[src/tmr_defs.svh]
// register addresses, bit positions, reset values and mode codes of the timer block
`ifndef TMR_DEFS_SVH
`define TMR_DEFS_SVH
// register addresses on the special function register port
`define TMR_ADDR_CTRL 8'h88
`define TMR_ADDR_T0_LO 8'h8a
`define TMR_ADDR_T1_LO 8'h8b
`define TMR_ADDR_T0_HI 8'h8c
`define TMR_ADDR_T1_HI 8'h8d
`define TMR_RDATA_NONE 8'h00
// reset values
`define TMR_CTRL_RST 8'h00
`define TMR_CNT_RST 8'h00
// control register bit positions
`define TMR_B_TF1 3'h7
`define TMR_B_TR1 3'h6
`define TMR_B_TF0 3'h5
`define TMR_B_TR0 3'h4
`define TMR_B_IE1 3'h3
`define TMR_B_IT1 3'h2
`define TMR_B_IE0 3'h1
`define TMR_B_IT0 3'h0
// mode select register bit positions
`define TMR_M_GATE1 3'h7
`define TMR_M_CT1 3'h6
`define TMR_M_MODE1_HI 3'h5
`define TMR_M_MODE1_LO 3'h4
`define TMR_M_GATE0 3'h3
`define TMR_M_CT0 3'h2
`define TMR_M_MODE0_HI 3'h1
`define TMR_M_MODE0_LO 3'h0
// mode codes
`define TMR_MODE_13BIT 2'h0
`define TMR_MODE_16BIT 2'h1
`define TMR_MODE_RELOAD 2'h2
`define TMR_MODE_SPLIT 2'h3
// counter limits
`define TMR_PRE_MSB 3'h4
`define TMR_PRE_MAX 5'h1f
`define TMR_PRE_ONE 5'h01
`define TMR_BYTE_MAX 8'hff
`define TMR_BYTE_ONE 8'h01
`endif

[src/tmr_pkg.sv]
// types and shared helper of the timer block
package tmr_pkg;
    typedef logic [7:0] tmr_byte_t;
    typedef logic [1:0] tmr_mode_t;

    // count enable: run bit and, when gated, the pin must be high
    function automatic logic tmr_cnt_en(input logic run, input logic gate, input logic pin_hi);
        return run & (~gate | pin_hi);
    endfunction
endpackage

[src/tmr_count_unit.sv]
// one timer/counter: low and high count bytes with the four modes
`timescale 1ns/1ps
`include "tmr_defs.svh"
module tmr_count_unit
    import tmr_pkg::*;
#(
    parameter int CNT_W = 8
) (
    // clock and reset
    input wire logic clk_i,
    input wire logic rst_i,
    // mode and count events
    input wire tmr_mode_t mode_i,
    input wire logic lo_inc_i,
    input wire logic hi_inc_i,
    // software writes
    input wire logic lo_wr_i,
    input wire logic hi_wr_i,
    input wire tmr_byte_t wdata_i,
    // count bytes and overflow pulses
    output tmr_byte_t lo_o,
    output tmr_byte_t hi_o,
    output logic lo_ovf_o,
    output logic hi_ovf_o
);
    tmr_byte_t lo_q, hi_q, lo_d, hi_d;

    generate
        if (CNT_W != 8) begin : g_chk
            $error("tmr_count_unit serves byte wide counts only");
        end
    endgenerate

    // next count per mode; a software write beats the increment
    always_comb begin
        lo_d = lo_q;
        hi_d = hi_q;
        lo_ovf_o = 1'b0;
        hi_ovf_o = 1'b0;
        unique case (mode_i)
            `TMR_MODE_13BIT: begin
                if (lo_inc_i) begin
                    // upper three low bits are left alone
                    lo_d[`TMR_PRE_MSB:0] = lo_q[`TMR_PRE_MSB:0] + `TMR_PRE_ONE;
                    if (lo_q[`TMR_PRE_MSB:0] == `TMR_PRE_MAX) begin
                        hi_d = hi_q + `TMR_BYTE_ONE;
                        lo_ovf_o = (hi_q == `TMR_BYTE_MAX);
                    end
                end
            end
            `TMR_MODE_16BIT: begin
                if (lo_inc_i) begin
                    lo_d = lo_q + `TMR_BYTE_ONE;
                    if (lo_q == `TMR_BYTE_MAX) begin
                        hi_d = hi_q + `TMR_BYTE_ONE;
                        lo_ovf_o = (hi_q == `TMR_BYTE_MAX);
                    end
                end
            end
            `TMR_MODE_RELOAD: begin
                if (lo_inc_i) begin
                    if (lo_q == `TMR_BYTE_MAX) begin
                        lo_d = hi_q;
                        lo_ovf_o = 1'b1;
                    end else begin
                        lo_d = lo_q + `TMR_BYTE_ONE;
                    end
                end
            end
            `TMR_MODE_SPLIT: begin
                if (lo_inc_i) begin
                    lo_d = lo_q + `TMR_BYTE_ONE;
                    lo_ovf_o = (lo_q == `TMR_BYTE_MAX);
                end
                if (hi_inc_i) begin
                    hi_d = hi_q + `TMR_BYTE_ONE;
                    hi_ovf_o = (hi_q == `TMR_BYTE_MAX);
                end
            end
        endcase
        if (lo_wr_i) begin
            lo_d = wdata_i;
        end
        if (hi_wr_i) begin
            hi_d = wdata_i;
        end
    end

    // count bytes
    always_ff @(posedge clk_i) begin
        if (rst_i) begin
            lo_q <= `TMR_CNT_RST;
            hi_q <= `TMR_CNT_RST;
        end else begin
            lo_q <= lo_d;
            hi_q <= hi_d;
        end
    end

    assign lo_o = lo_q;
    assign hi_o = hi_q;
endmodule

[src/tmr_pin_sync.sv]
// pin synchroniser with falling edge detect
`timescale 1ns/1ps
module tmr_pin_sync #(
    parameter int STAGES = 2
) (
    // clock and reset
    input wire logic clk_i,
    input wire logic rst_i,
    // asynchronous pin
    input wire logic pin_i,
    // synchronised level and edge
    output logic level_o,
    output logic fall_o
);
    logic [STAGES-1:0] sync_q;
    logic prev_q;

    generate
        if (STAGES < 2) begin : g_chk
            $error("tmr_pin_sync needs at least two stages");
        end
    endgenerate

    // pins idle high, so reset to one to avoid a false edge
    always_ff @(posedge clk_i) begin
        if (rst_i) begin
            sync_q <= {STAGES{1'b1}};
            prev_q <= 1'b1;
        end else begin
            sync_q <= {sync_q[STAGES-2:0], pin_i};
            prev_q <= sync_q[STAGES-1];
        end
    end

    // high in one sample, low in the next
    assign level_o = sync_q[STAGES-1];
    assign fall_o = prev_q & ~sync_q[STAGES-1];
endmodule

[src/tmr_timer01_ctrl.sv]
// timer 0/1 control register, count bytes and external interrupt flags
//
// Operation
// timer 1 overflow sets bit 7; vectoring to its routine clears it.
// timer 0 overflow sets bit 5; vectoring to its routine clears it.
// bit 6 is timer 1 run control, one on, zero off.
// bit 4 is timer 0 run control, one on, zero off.
// bit 3 set by interrupt-1 pin falling edge or low level, per type.
// bit 1 set by interrupt-0 pin falling edge or low level, per type.
// edge flags clear on vectoring; level flags follow the pin instead.
// bit 2 picks interrupt-1 trigger: one falling edge, zero low level.
// bit 0 picks interrupt-0 trigger: one falling edge, zero low level.
// the four low control bits never affect the timers.
// each timer holds high and low bytes, split or joined per mode.
// all four count bytes read zero after reset.
// control register resets to zero and supports single bit writes.
// both timers share mode behaviour unless a mode says otherwise.
// no divide-by-twelve prescaler; every source event counts once.
// modes: 13-bit, 16-bit, 8-bit reload, and stop or split.
// count only with run set and gate clear or its pin high.
// timer counts each clock; counter counts sampled input falls.
// 13-bit mode uses high byte and five low bits; run keeps count.
// software byte write beats increment; hardware flag set beats clear.
`timescale 1ns/1ps
`include "tmr_defs.svh"
module tmr_timer01_ctrl
    import tmr_pkg::*;
#(
    parameter int SYNC_STAGES = 2
) (
    // clock and reset
    input wire logic clk_i,
    input wire logic rst_i,
    // special function register byte port
    input wire tmr_byte_t sfr_addr_i,
    input wire logic sfr_wr_i,
    input wire tmr_byte_t sfr_wdata_i,
    input wire logic sfr_rd_i,
    output tmr_byte_t sfr_rdata_o,
    // bit operations on the control register
    input wire logic sfr_bit_wr_i,
    input wire logic [2:0] sfr_bit_sel_i,
    input wire logic sfr_bit_val_i,
    // mode select register held outside
    input wire tmr_byte_t timer_mode_select_reg_i,
    // vector acknowledges from the core
    input wire logic t0_vector_ack_i,
    input wire logic t1_vector_ack_i,
    input wire logic ext_irq0_vector_ack_i,
    input wire logic ext_irq1_vector_ack_i,
    // external pins
    input wire logic ext_irq0_pin_n_i,
    input wire logic ext_irq1_pin_n_i,
    input wire logic t0_count_input_i,
    input wire logic t1_count_input_i,
    // status towards interrupt controller and serial port
    output tmr_byte_t timer_ctrl_irq_flags_o,
    output logic t1_overflow_pulse_o
);
    tmr_byte_t ctrl_q, wr_mask, wr_val, sw_ctrl;
    tmr_byte_t t0_lo, t0_hi, t1_lo, t1_hi;
    tmr_byte_t rdata_q;
    logic t1_pulse_q;
    logic ext_irq0_pin_n_lvl, ext_irq0_pin_n_fall, ext_irq1_pin_n_lvl, ext_irq1_pin_n_fall;
    logic t0_in_lvl, t0_in_fall, t1_in_lvl, t1_in_fall;
    tmr_mode_t mode0, mode1;
    logic gate0, gate1, ct0, ct1, split0;
    logic t0_src, t1_src, t1_run;
    logic t0_lo_inc, t0_hi_inc, t1_lo_inc;
    logic t0_lo_ovf, t0_hi_ovf, t1_lo_ovf, t1_hi_ovf;
    logic tf0_set, tf1_set;
    logic ctrl_byte_wr;
    logic t0_lo_wr, t0_hi_wr, t1_lo_wr, t1_hi_wr;

    generate
        if (SYNC_STAGES < 2) begin : g_chk
            $error("tmr_timer01_ctrl needs at least two sync stages");
        end
    endgenerate

    // byte write decode, used for every register
    function automatic logic byte_wr(input logic wr, input tmr_byte_t addr, input tmr_byte_t target);
        return wr && (addr == target);
    endfunction

    // pin synchronisers; every pin is asynchronous to the core clock
    tmr_pin_sync #(.STAGES(SYNC_STAGES)) u_sync_irq0 (
        .clk_i(clk_i),
        .rst_i(rst_i),
        .pin_i(ext_irq0_pin_n_i),
        .level_o(ext_irq0_pin_n_lvl),
        .fall_o(ext_irq0_pin_n_fall)
    );
    tmr_pin_sync #(.STAGES(SYNC_STAGES)) u_sync_irq1 (
        .clk_i(clk_i),
        .rst_i(rst_i),
        .pin_i(ext_irq1_pin_n_i),
        .level_o(ext_irq1_pin_n_lvl),
        .fall_o(ext_irq1_pin_n_fall)
    );
    tmr_pin_sync #(.STAGES(SYNC_STAGES)) u_sync_cnt0 (
        .clk_i(clk_i),
        .rst_i(rst_i),
        .pin_i(t0_count_input_i),
        .level_o(t0_in_lvl),
        .fall_o(t0_in_fall)
    );
    tmr_pin_sync #(.STAGES(SYNC_STAGES)) u_sync_cnt1 (
        .clk_i(clk_i),
        .rst_i(rst_i),
        .pin_i(t1_count_input_i),
        .level_o(t1_in_lvl),
        .fall_o(t1_in_fall)
    );

    // mode select fields
    assign mode0 = timer_mode_select_reg_i[`TMR_M_MODE0_HI:`TMR_M_MODE0_LO];
    assign mode1 = timer_mode_select_reg_i[`TMR_M_MODE1_HI:`TMR_M_MODE1_LO];
    assign gate0 = timer_mode_select_reg_i[`TMR_M_GATE0];
    assign gate1 = timer_mode_select_reg_i[`TMR_M_GATE1];
    assign ct0 = timer_mode_select_reg_i[`TMR_M_CT0];
    assign ct1 = timer_mode_select_reg_i[`TMR_M_CT1];
    assign split0 = (mode0 == `TMR_MODE_SPLIT);

    // count sources: a clock in timer mode, a sampled fall in counter mode
    assign t0_src = ct0 ? t0_in_fall : 1'b1;
    assign t1_src = ct1 ? t1_in_fall : 1'b1;

    // timer 1 gives its run bit to the split high byte
    assign t1_run = split0 ? 1'b1 : ctrl_q[`TMR_B_TR1];

    // enables; the trigger and irq flag bits take no part here
    assign t0_lo_inc = tmr_cnt_en(ctrl_q[`TMR_B_TR0], gate0, ext_irq0_pin_n_lvl) & t0_src;
    assign t0_hi_inc = split0 & ctrl_q[`TMR_B_TR1];
    assign t1_lo_inc = (mode1 != `TMR_MODE_SPLIT)
        & tmr_cnt_en(t1_run, gate1, ext_irq1_pin_n_lvl) & t1_src;

    // count byte write strobes
    assign t0_lo_wr = byte_wr(sfr_wr_i, sfr_addr_i, `TMR_ADDR_T0_LO);
    assign t0_hi_wr = byte_wr(sfr_wr_i, sfr_addr_i, `TMR_ADDR_T0_HI);
    assign t1_lo_wr = byte_wr(sfr_wr_i, sfr_addr_i, `TMR_ADDR_T1_LO);
    assign t1_hi_wr = byte_wr(sfr_wr_i, sfr_addr_i, `TMR_ADDR_T1_HI);
    assign ctrl_byte_wr = byte_wr(sfr_wr_i, sfr_addr_i, `TMR_ADDR_CTRL);

    // timer 0 unit, the one that can split
    tmr_count_unit u_timer0 (
        .clk_i(clk_i),
        .rst_i(rst_i),
        .mode_i(mode0),
        .lo_inc_i(t0_lo_inc),
        .hi_inc_i(t0_hi_inc),
        .lo_wr_i(t0_lo_wr),
        .hi_wr_i(t0_hi_wr),
        .wdata_i(sfr_wdata_i),
        .lo_o(t0_lo),
        .hi_o(t0_hi),
        .lo_ovf_o(t0_lo_ovf),
        .hi_ovf_o(t0_hi_ovf)
    );

    // timer 1 unit; in its own split mode it simply holds
    tmr_count_unit u_timer1 (
        .clk_i(clk_i),
        .rst_i(rst_i),
        .mode_i(mode1),
        .lo_inc_i(t1_lo_inc),
        .hi_inc_i(1'b0),
        .lo_wr_i(t1_lo_wr),
        .hi_wr_i(t1_hi_wr),
        .wdata_i(sfr_wdata_i),
        .lo_o(t1_lo),
        .hi_o(t1_hi),
        .lo_ovf_o(t1_lo_ovf),
        .hi_ovf_o(t1_hi_ovf)
    );

    // overflow sources; the split high byte owns the timer 1 flag
    assign tf0_set = t0_lo_ovf;
    assign tf1_set = split0 ? t0_hi_ovf : t1_lo_ovf;

    // software view of the control byte: whole byte or one bit
    always_comb begin
        wr_mask = 8'h00;
        wr_val = sfr_wdata_i;
        if (ctrl_byte_wr) begin
            wr_mask = 8'hff;
        end else if (sfr_bit_wr_i) begin
            wr_mask[sfr_bit_sel_i] = 1'b1;
            wr_val = {8{sfr_bit_val_i}};
        end
        sw_ctrl = (ctrl_q & ~wr_mask) | (wr_val & wr_mask);
    end

    // run and trigger bits are plain software state
    always_ff @(posedge clk_i) begin
        if (rst_i) begin
            ctrl_q[`TMR_B_TR1] <= 1'b0;
            ctrl_q[`TMR_B_TR0] <= 1'b0;
            ctrl_q[`TMR_B_IT1] <= 1'b0;
            ctrl_q[`TMR_B_IT0] <= 1'b0;
        end else begin
            ctrl_q[`TMR_B_TR1] <= sw_ctrl[`TMR_B_TR1];
            ctrl_q[`TMR_B_TR0] <= sw_ctrl[`TMR_B_TR0];
            ctrl_q[`TMR_B_IT1] <= sw_ctrl[`TMR_B_IT1];
            ctrl_q[`TMR_B_IT0] <= sw_ctrl[`TMR_B_IT0];
        end
    end

    // overflow flags: a new overflow beats vector clear and software clear
    always_ff @(posedge clk_i) begin
        if (rst_i) begin
            ctrl_q[`TMR_B_TF1] <= 1'b0;
            ctrl_q[`TMR_B_TF0] <= 1'b0;
        end else begin
            if (tf1_set) begin
                ctrl_q[`TMR_B_TF1] <= 1'b1;
            end else if (t1_vector_ack_i) begin
                ctrl_q[`TMR_B_TF1] <= 1'b0;
            end else begin
                ctrl_q[`TMR_B_TF1] <= sw_ctrl[`TMR_B_TF1];
            end
            if (tf0_set) begin
                ctrl_q[`TMR_B_TF0] <= 1'b1;
            end else if (t0_vector_ack_i) begin
                ctrl_q[`TMR_B_TF0] <= 1'b0;
            end else begin
                ctrl_q[`TMR_B_TF0] <= sw_ctrl[`TMR_B_TF0];
            end
        end
    end

    // external irq flags; in level mode the pin owns the flag and
    // software writes are lost, which is the price of following the source
    always_ff @(posedge clk_i) begin
        if (rst_i) begin
            ctrl_q[`TMR_B_IE1] <= 1'b0;
            ctrl_q[`TMR_B_IE0] <= 1'b0;
        end else begin
            if (!ctrl_q[`TMR_B_IT1]) begin
                ctrl_q[`TMR_B_IE1] <= ~ext_irq1_pin_n_lvl;
            end else if (ext_irq1_pin_n_fall) begin
                ctrl_q[`TMR_B_IE1] <= 1'b1;
            end else if (ext_irq1_vector_ack_i) begin
                ctrl_q[`TMR_B_IE1] <= 1'b0;
            end else begin
                ctrl_q[`TMR_B_IE1] <= sw_ctrl[`TMR_B_IE1];
            end
            if (!ctrl_q[`TMR_B_IT0]) begin
                ctrl_q[`TMR_B_IE0] <= ~ext_irq0_pin_n_lvl;
            end else if (ext_irq0_pin_n_fall) begin
                ctrl_q[`TMR_B_IE0] <= 1'b1;
            end else if (ext_irq0_vector_ack_i) begin
                ctrl_q[`TMR_B_IE0] <= 1'b0;
            end else begin
                ctrl_q[`TMR_B_IE0] <= sw_ctrl[`TMR_B_IE0];
            end
        end
    end

    // registered read port; unmapped addresses read zero
    always_ff @(posedge clk_i) begin
        if (rst_i) begin
            rdata_q <= `TMR_RDATA_NONE;
        end else if (sfr_rd_i) begin
            case (sfr_addr_i)
                `TMR_ADDR_CTRL: rdata_q <= ctrl_q;
                `TMR_ADDR_T0_LO: rdata_q <= t0_lo;
                `TMR_ADDR_T0_HI: rdata_q <= t0_hi;
                `TMR_ADDR_T1_LO: rdata_q <= t1_lo;
                `TMR_ADDR_T1_HI: rdata_q <= t1_hi;
                default: rdata_q <= `TMR_RDATA_NONE;
            endcase
        end
    end

    // timer 1 overflow for a baud generator, even without its flag
    always_ff @(posedge clk_i) begin
        if (rst_i) begin
            t1_pulse_q <= 1'b0;
        end else begin
            t1_pulse_q <= t1_lo_ovf;
        end
    end

    assign sfr_rdata_o = rdata_q;
    assign timer_ctrl_irq_flags_o = ctrl_q;
    assign t1_overflow_pulse_o = t1_pulse_q;
endmodule

[config.mk]
export PLATFORM = sky130hd
export DESIGN_NAME = tmr_timer01_ctrl
export DESIGN_NICKNAME = d
export VERILOG_FILES = /design/src/tmr_pkg.sv /design/src/tmr_count_unit.sv /design/src/tmr_pin_sync.sv /design/src/tmr_timer01_ctrl.sv
export VERILOG_INCLUDE_DIRS = /design/src /design/src/src
export SDC_FILE = /design/constraint.sdc
export NUM_CORES = 1
export LEC_CHECK = 0
export ABC_AREA = 1
export BUFFER_PORTS_ARGS = -buffer_cell sky130_fd_sc_hd__buf_2
export CORE_MARGIN = 2
export CORE_UTILIZATION = 45
export DETAILED_ROUTE_END_ITERATION = 8
export GPL_TIMING_DRIVEN = 0
export HOLD_SLACK_MARGIN = 0.08
export PLACE_DENSITY_LB_ADDON = 0.08
export RECOVER_POWER = 50
export SLEW_MARGIN = 10
export SYNTH_ARGS = -nofsm -noshare
export SYNTH_HDL_FRONTEND = slang
export SYNTH_SLANG_ARGS = --single-unit
[constraint.sdc]
create_clock -name clk_i -period 1.55 [get_ports clk_i]
set_input_delay 0.0775 -clock clk_i [delete_from_list [all_inputs] [get_ports clk_i]]
set_output_delay 0.0775 -clock clk_i [all_outputs]
set_load 0.02 [all_outputs]
==> impl_metrics.sql <==
INSERT INTO impl_metrics (metric_group, metric, value, unit) VALUES
('logic_synthesis', 'synthesis.area', '4250', 'sq um'),
('logic_synthesis', 'synthesis.yosys.warnings', '0', ''),
('floorplan', 'dieArea', '10200', 'sq um'),
('placement', 'dp_slack', '-220', 'ps'),
('sta', 'hold_slack', '99.6', 'ps'),
('routing', 'via_per_inst', '5.46', ''),
('critical_path', 'worstSetupEndpointType', 'flip-flop', ''),
('floorplan', 'die_height', '101', 'um'),
('logic_synthesis', 'synth-xor-area-share', '0.0247', ''),
('routing', 'vias', '4831', ''),
('power_and_ir_drop', 'powerDensity', '732', 'nW/um^2'),
('routing', 'drt-total-wl', '14.4', 'mm'),
('critical_path', 'crit_path_top_delay_cell', 'dfxtp_2', ''),
('cells_and_area', 'layout.nets', '816', ''),
('logic_synthesis', 'combinational_family_with_the_most_area_after_synthesis', 'simple AND/OR/NAND/NOR gates', ''),
('cells_and_area', 'final_cell_mix', '153 x nand2_1, 93 x inv_1, 69 x nand3_1', ''),
('power_and_ir_drop', 'p_leak', '2.34', 'nW'),
('cells_and_area', 'antennaDiodeCount', '0', ''),
('clocking', 'cts_root_buffer', 'clkbuf_8', ''),
('clocking', 'cts_sinks', '61', ''),
('clocking', 'cts_buffers', '9', ''),
('logic_synthesis', 'synth_compound_area_frac', '0.156', ''),
('routing', 'antenna_violating_nets_post_route', '0', ''),
('routing', 'detailedRoute.firstPassIterationCount', '5', ''),
('sta', 'timing.fmax', '0.660', 'GHz'),
('sta', 'setup_tns', '0', 'ps'),
('sta', 'unrepaired_setup_endpoints_after_global_routing', 'yes', ''),
('placement', 'hpwlAfterDp', '10.5', 'mm'),
('critical_path', 'critPathTopFamily', 'simple AND/OR/NAND/NOR gates', ''),
('logic_synthesis', 'yosys-mux-area-fraction', '0', ''),
('sta', 'clock_skew', '7.28', 'ps'),
('logic_synthesis', 'synth.net_count', '721', ''),
('cells_and_area', 'syn_to_final_growth', '26.8', '%'),
('sta', 'final_hold_viol_count', '0', ''),
('clocking', 'clock_transition_time_at_the_flip_flop_clock_pins_of_the_worst_setup_and_hold_paths', '70', 'ps'),
('sta', 'worst_slew_pin_slew', '776', 'ps'),
('sta', 'period_needed', '1520', 'ps'),
('cells_and_area', 'fin_util', '0.587', ''),
('logic_synthesis', 'synth_simple_gate_area_share', '0.395', ''),
('sta', 'slew_headroom', '0.483', ''),
('logic_synthesis', 'netlist_instances', '674', ''),
('global_routing', 'grt_antenna_before_repair', '0', ''),
('critical_path', 'critical_path_arrival', '1800', 'ps'),
('floorplan', 'die_width', '101', 'um'),
('sta', 'finalCritPeriodShare', '0.978', ''),
('logic_synthesis', 'yosys.area_share.adder', '0.0177', ''),
('placement', 'finalWeightedCongestion', '0.931', ''),
('sta', 'finalMaxSlewViolations', '0', ''),
('floorplan', 'row_count', '35', ''),
('power_and_ir_drop', 'ir_worst_vdd', '0.000440', 'V'),
('logic_synthesis', 'ys_seq_elements', '61', ''),
('hold_path', 'worstHoldPathType', 'in2reg', ''),
('global_routing', 'grt_overflow', '0', ''),
('sta', 'layout_setup_ws', '34.0', 'ps'),
('logic_synthesis', 'yosys_top_cell_area_share', '0.287', ''),
('global_routing', 'grt_first_pass_wirelength', '22.0', 'mm'),
('outcome', 'status', 'complete, no violations', ''),
('floorplan', 'design.core.area', '9200', 'sq um'),
('sta', 'setup_viol_count_final', '0', ''),
('critical_path', 'worst_path_largest_cell_delay', '370', 'ps'),
('critical_path', 'timing.critical_path.cells', 'inv_1 > nand2_2 > nand3_1 > nor2_4 > nand3_4 > nand2_4 > nand2_1 > a21oi_2', ''),
('logic_synthesis', 'yosysTopAreaCell', 'dfxtp_1', ''),
('logic_synthesis', 'synth.yosys.seq_area_share', '0.287', ''),
('global_routing', 'grt_max_degree', '11', ''),
('clocking', 'clock_insertion_delay_worst_skew', '350', 'ps'),
('power_and_ir_drop', 'totalPowerFinal', '3.95', 'mW'),
('critical_path', 'path_max_fanout', '6', ''),
('routing', 'post-route-drc-count', '0', ''),
('critical_path', 'timing.critical_path.buf_inv', '1', ''),
('flow_run', 'drv_cap', '0', ''),
('critical_path', 'worstPathRequired', '1830', 'ps');
## registers in the layout (all words and copies together) (netlist names), named ones only
register	cells
u_sync_cnt1.prev_q	1
u_timer1.hi_o	8
u_sync_irq0.prev_q	1
u_sync_irq0.sync_q	2
u_sync_cnt1.sync_q	2
t1_overflow_pulse_o	1
timer_ctrl_irq_flags_o	4
u_sync_irq1.prev_q	1
u_timer1.lo_o	8
u_sync_cnt0.prev_q	1
u_timer0.hi_o	8
u_timer0.lo_o	8
sfr_rdata_o	8
u_sync_cnt0.sync_q	2
u_sync_irq1.sync_q	2
## worst paths after layout
path | start | endpoint | slack, ps | cells past startpoint
setup / recovery | flip-flop | u_timer1.hi_o[4]$_SDFFE_PP0P_ | 30 | 8
setup reg to reg | flip-flop | u_timer1.hi_o[4]$_SDFFE_PP0P_ | 30 | 8
hold reg to reg | u_sync_irq0.sync_q[0]$_SDFF_PP1_ | u_sync_irq0.sync_q[1]$_SDFF_PP1_ | 410 | 1
hold / removal | sfr_wdata_i[1] | timer_ctrl_irq_flags_o[1]$_SDFF_PP0_ | 100 | 5
## synth_stat cells
master and n:
a21oi_2 1, o211ai_1 3, dfxtp_1 61, nor2_8 1
ha_1 6, a21oi_1 41, clkbuf_1 7, o22ai_1 16
dlygate4sd3_1 1, nor2_4 6, or2_2 10, nand4_1 12
xor2_1 10, nand2_4 3, o21ai_2 1, and2_2 1
nor3_1 10, o21ai_1 2, buf_2 2, nand3_1 72
nand3b_1 1, o21ai_0 51, clkinv_1 1, nand2_1 161
nand3_4 2, buf_6 4, xnor2_1 2, nor2_2 5
buf_4 3, inv_1 97, o21bai_1 4, nor4_1 1
nor3_4 2, nor2_1 53, nand2_2 6, nand3_2 5
inv_2 7, o31ai_1 3
## power breakdown
group / internal [mW] / switching (mW) / total, mW
Sequential: 1.60 / 0.0275 / 1.63
Clock: 1.15 / 0.682 / 1.83
Combinational: 0.170 / 0.320 / 0.490
Total: 2.92 / 1.03 / 3.95
## metrics by stage
stage / instance area, sq um / cells
after global routing: 5390 / 884
after global placement: 4670 / 840
after CTS: 5160 / 873
after floorplan: 4250 / 674
after detailed placement: 4670 / 840
final: 5390 / 884
## layer usage
metal  vias up  GRT usage  share of wire
li1       2382          -              -
met1      2191      0.413           0.46
met2       236      0.432           0.44
met3        22     0.0449          0.081
met4         0     0.0748          0.018
met5         -          0              0
## logic make-up after synthesis
group                    Yosys count
AND/OR/NAND/NOR                  351
AO/OA/AOI/OAI                    122
buffers and inverters            122
flip-flops                        61
XOR/XNOR                          12
adder cells (fa/ha/maj)            6
## tightest hold or removal path: cells and delay by family
kind	cells	cell delay (ps)
buffers and inverters	1	100
AND/OR/NAND/NOR	4	230
## final cells by class
class | count | area, sq um
flip-flops and latches | 61 | 1240
fillers | 916 | 3800
plain buffers | 16 | 110
repair buffers | 83 | 494
well taps | 111 | 139
inverters | 105 | 397
clock buffers | 11 | 151
clock inverters | 4 | 95.1
multi-input cells | 493 | 2770
## repair_timing
item                                    CTS  global route
hold endpoints to repair                 11             0
buffers inserted                          5            11
cloned                                    1             1
endpoints found under the setup margin   29            34
pin swaps                                 8            16
resized for setup                        21            48
hold buffers                             12             0
No activity file was read; power rests on OpenSTA's default activity.
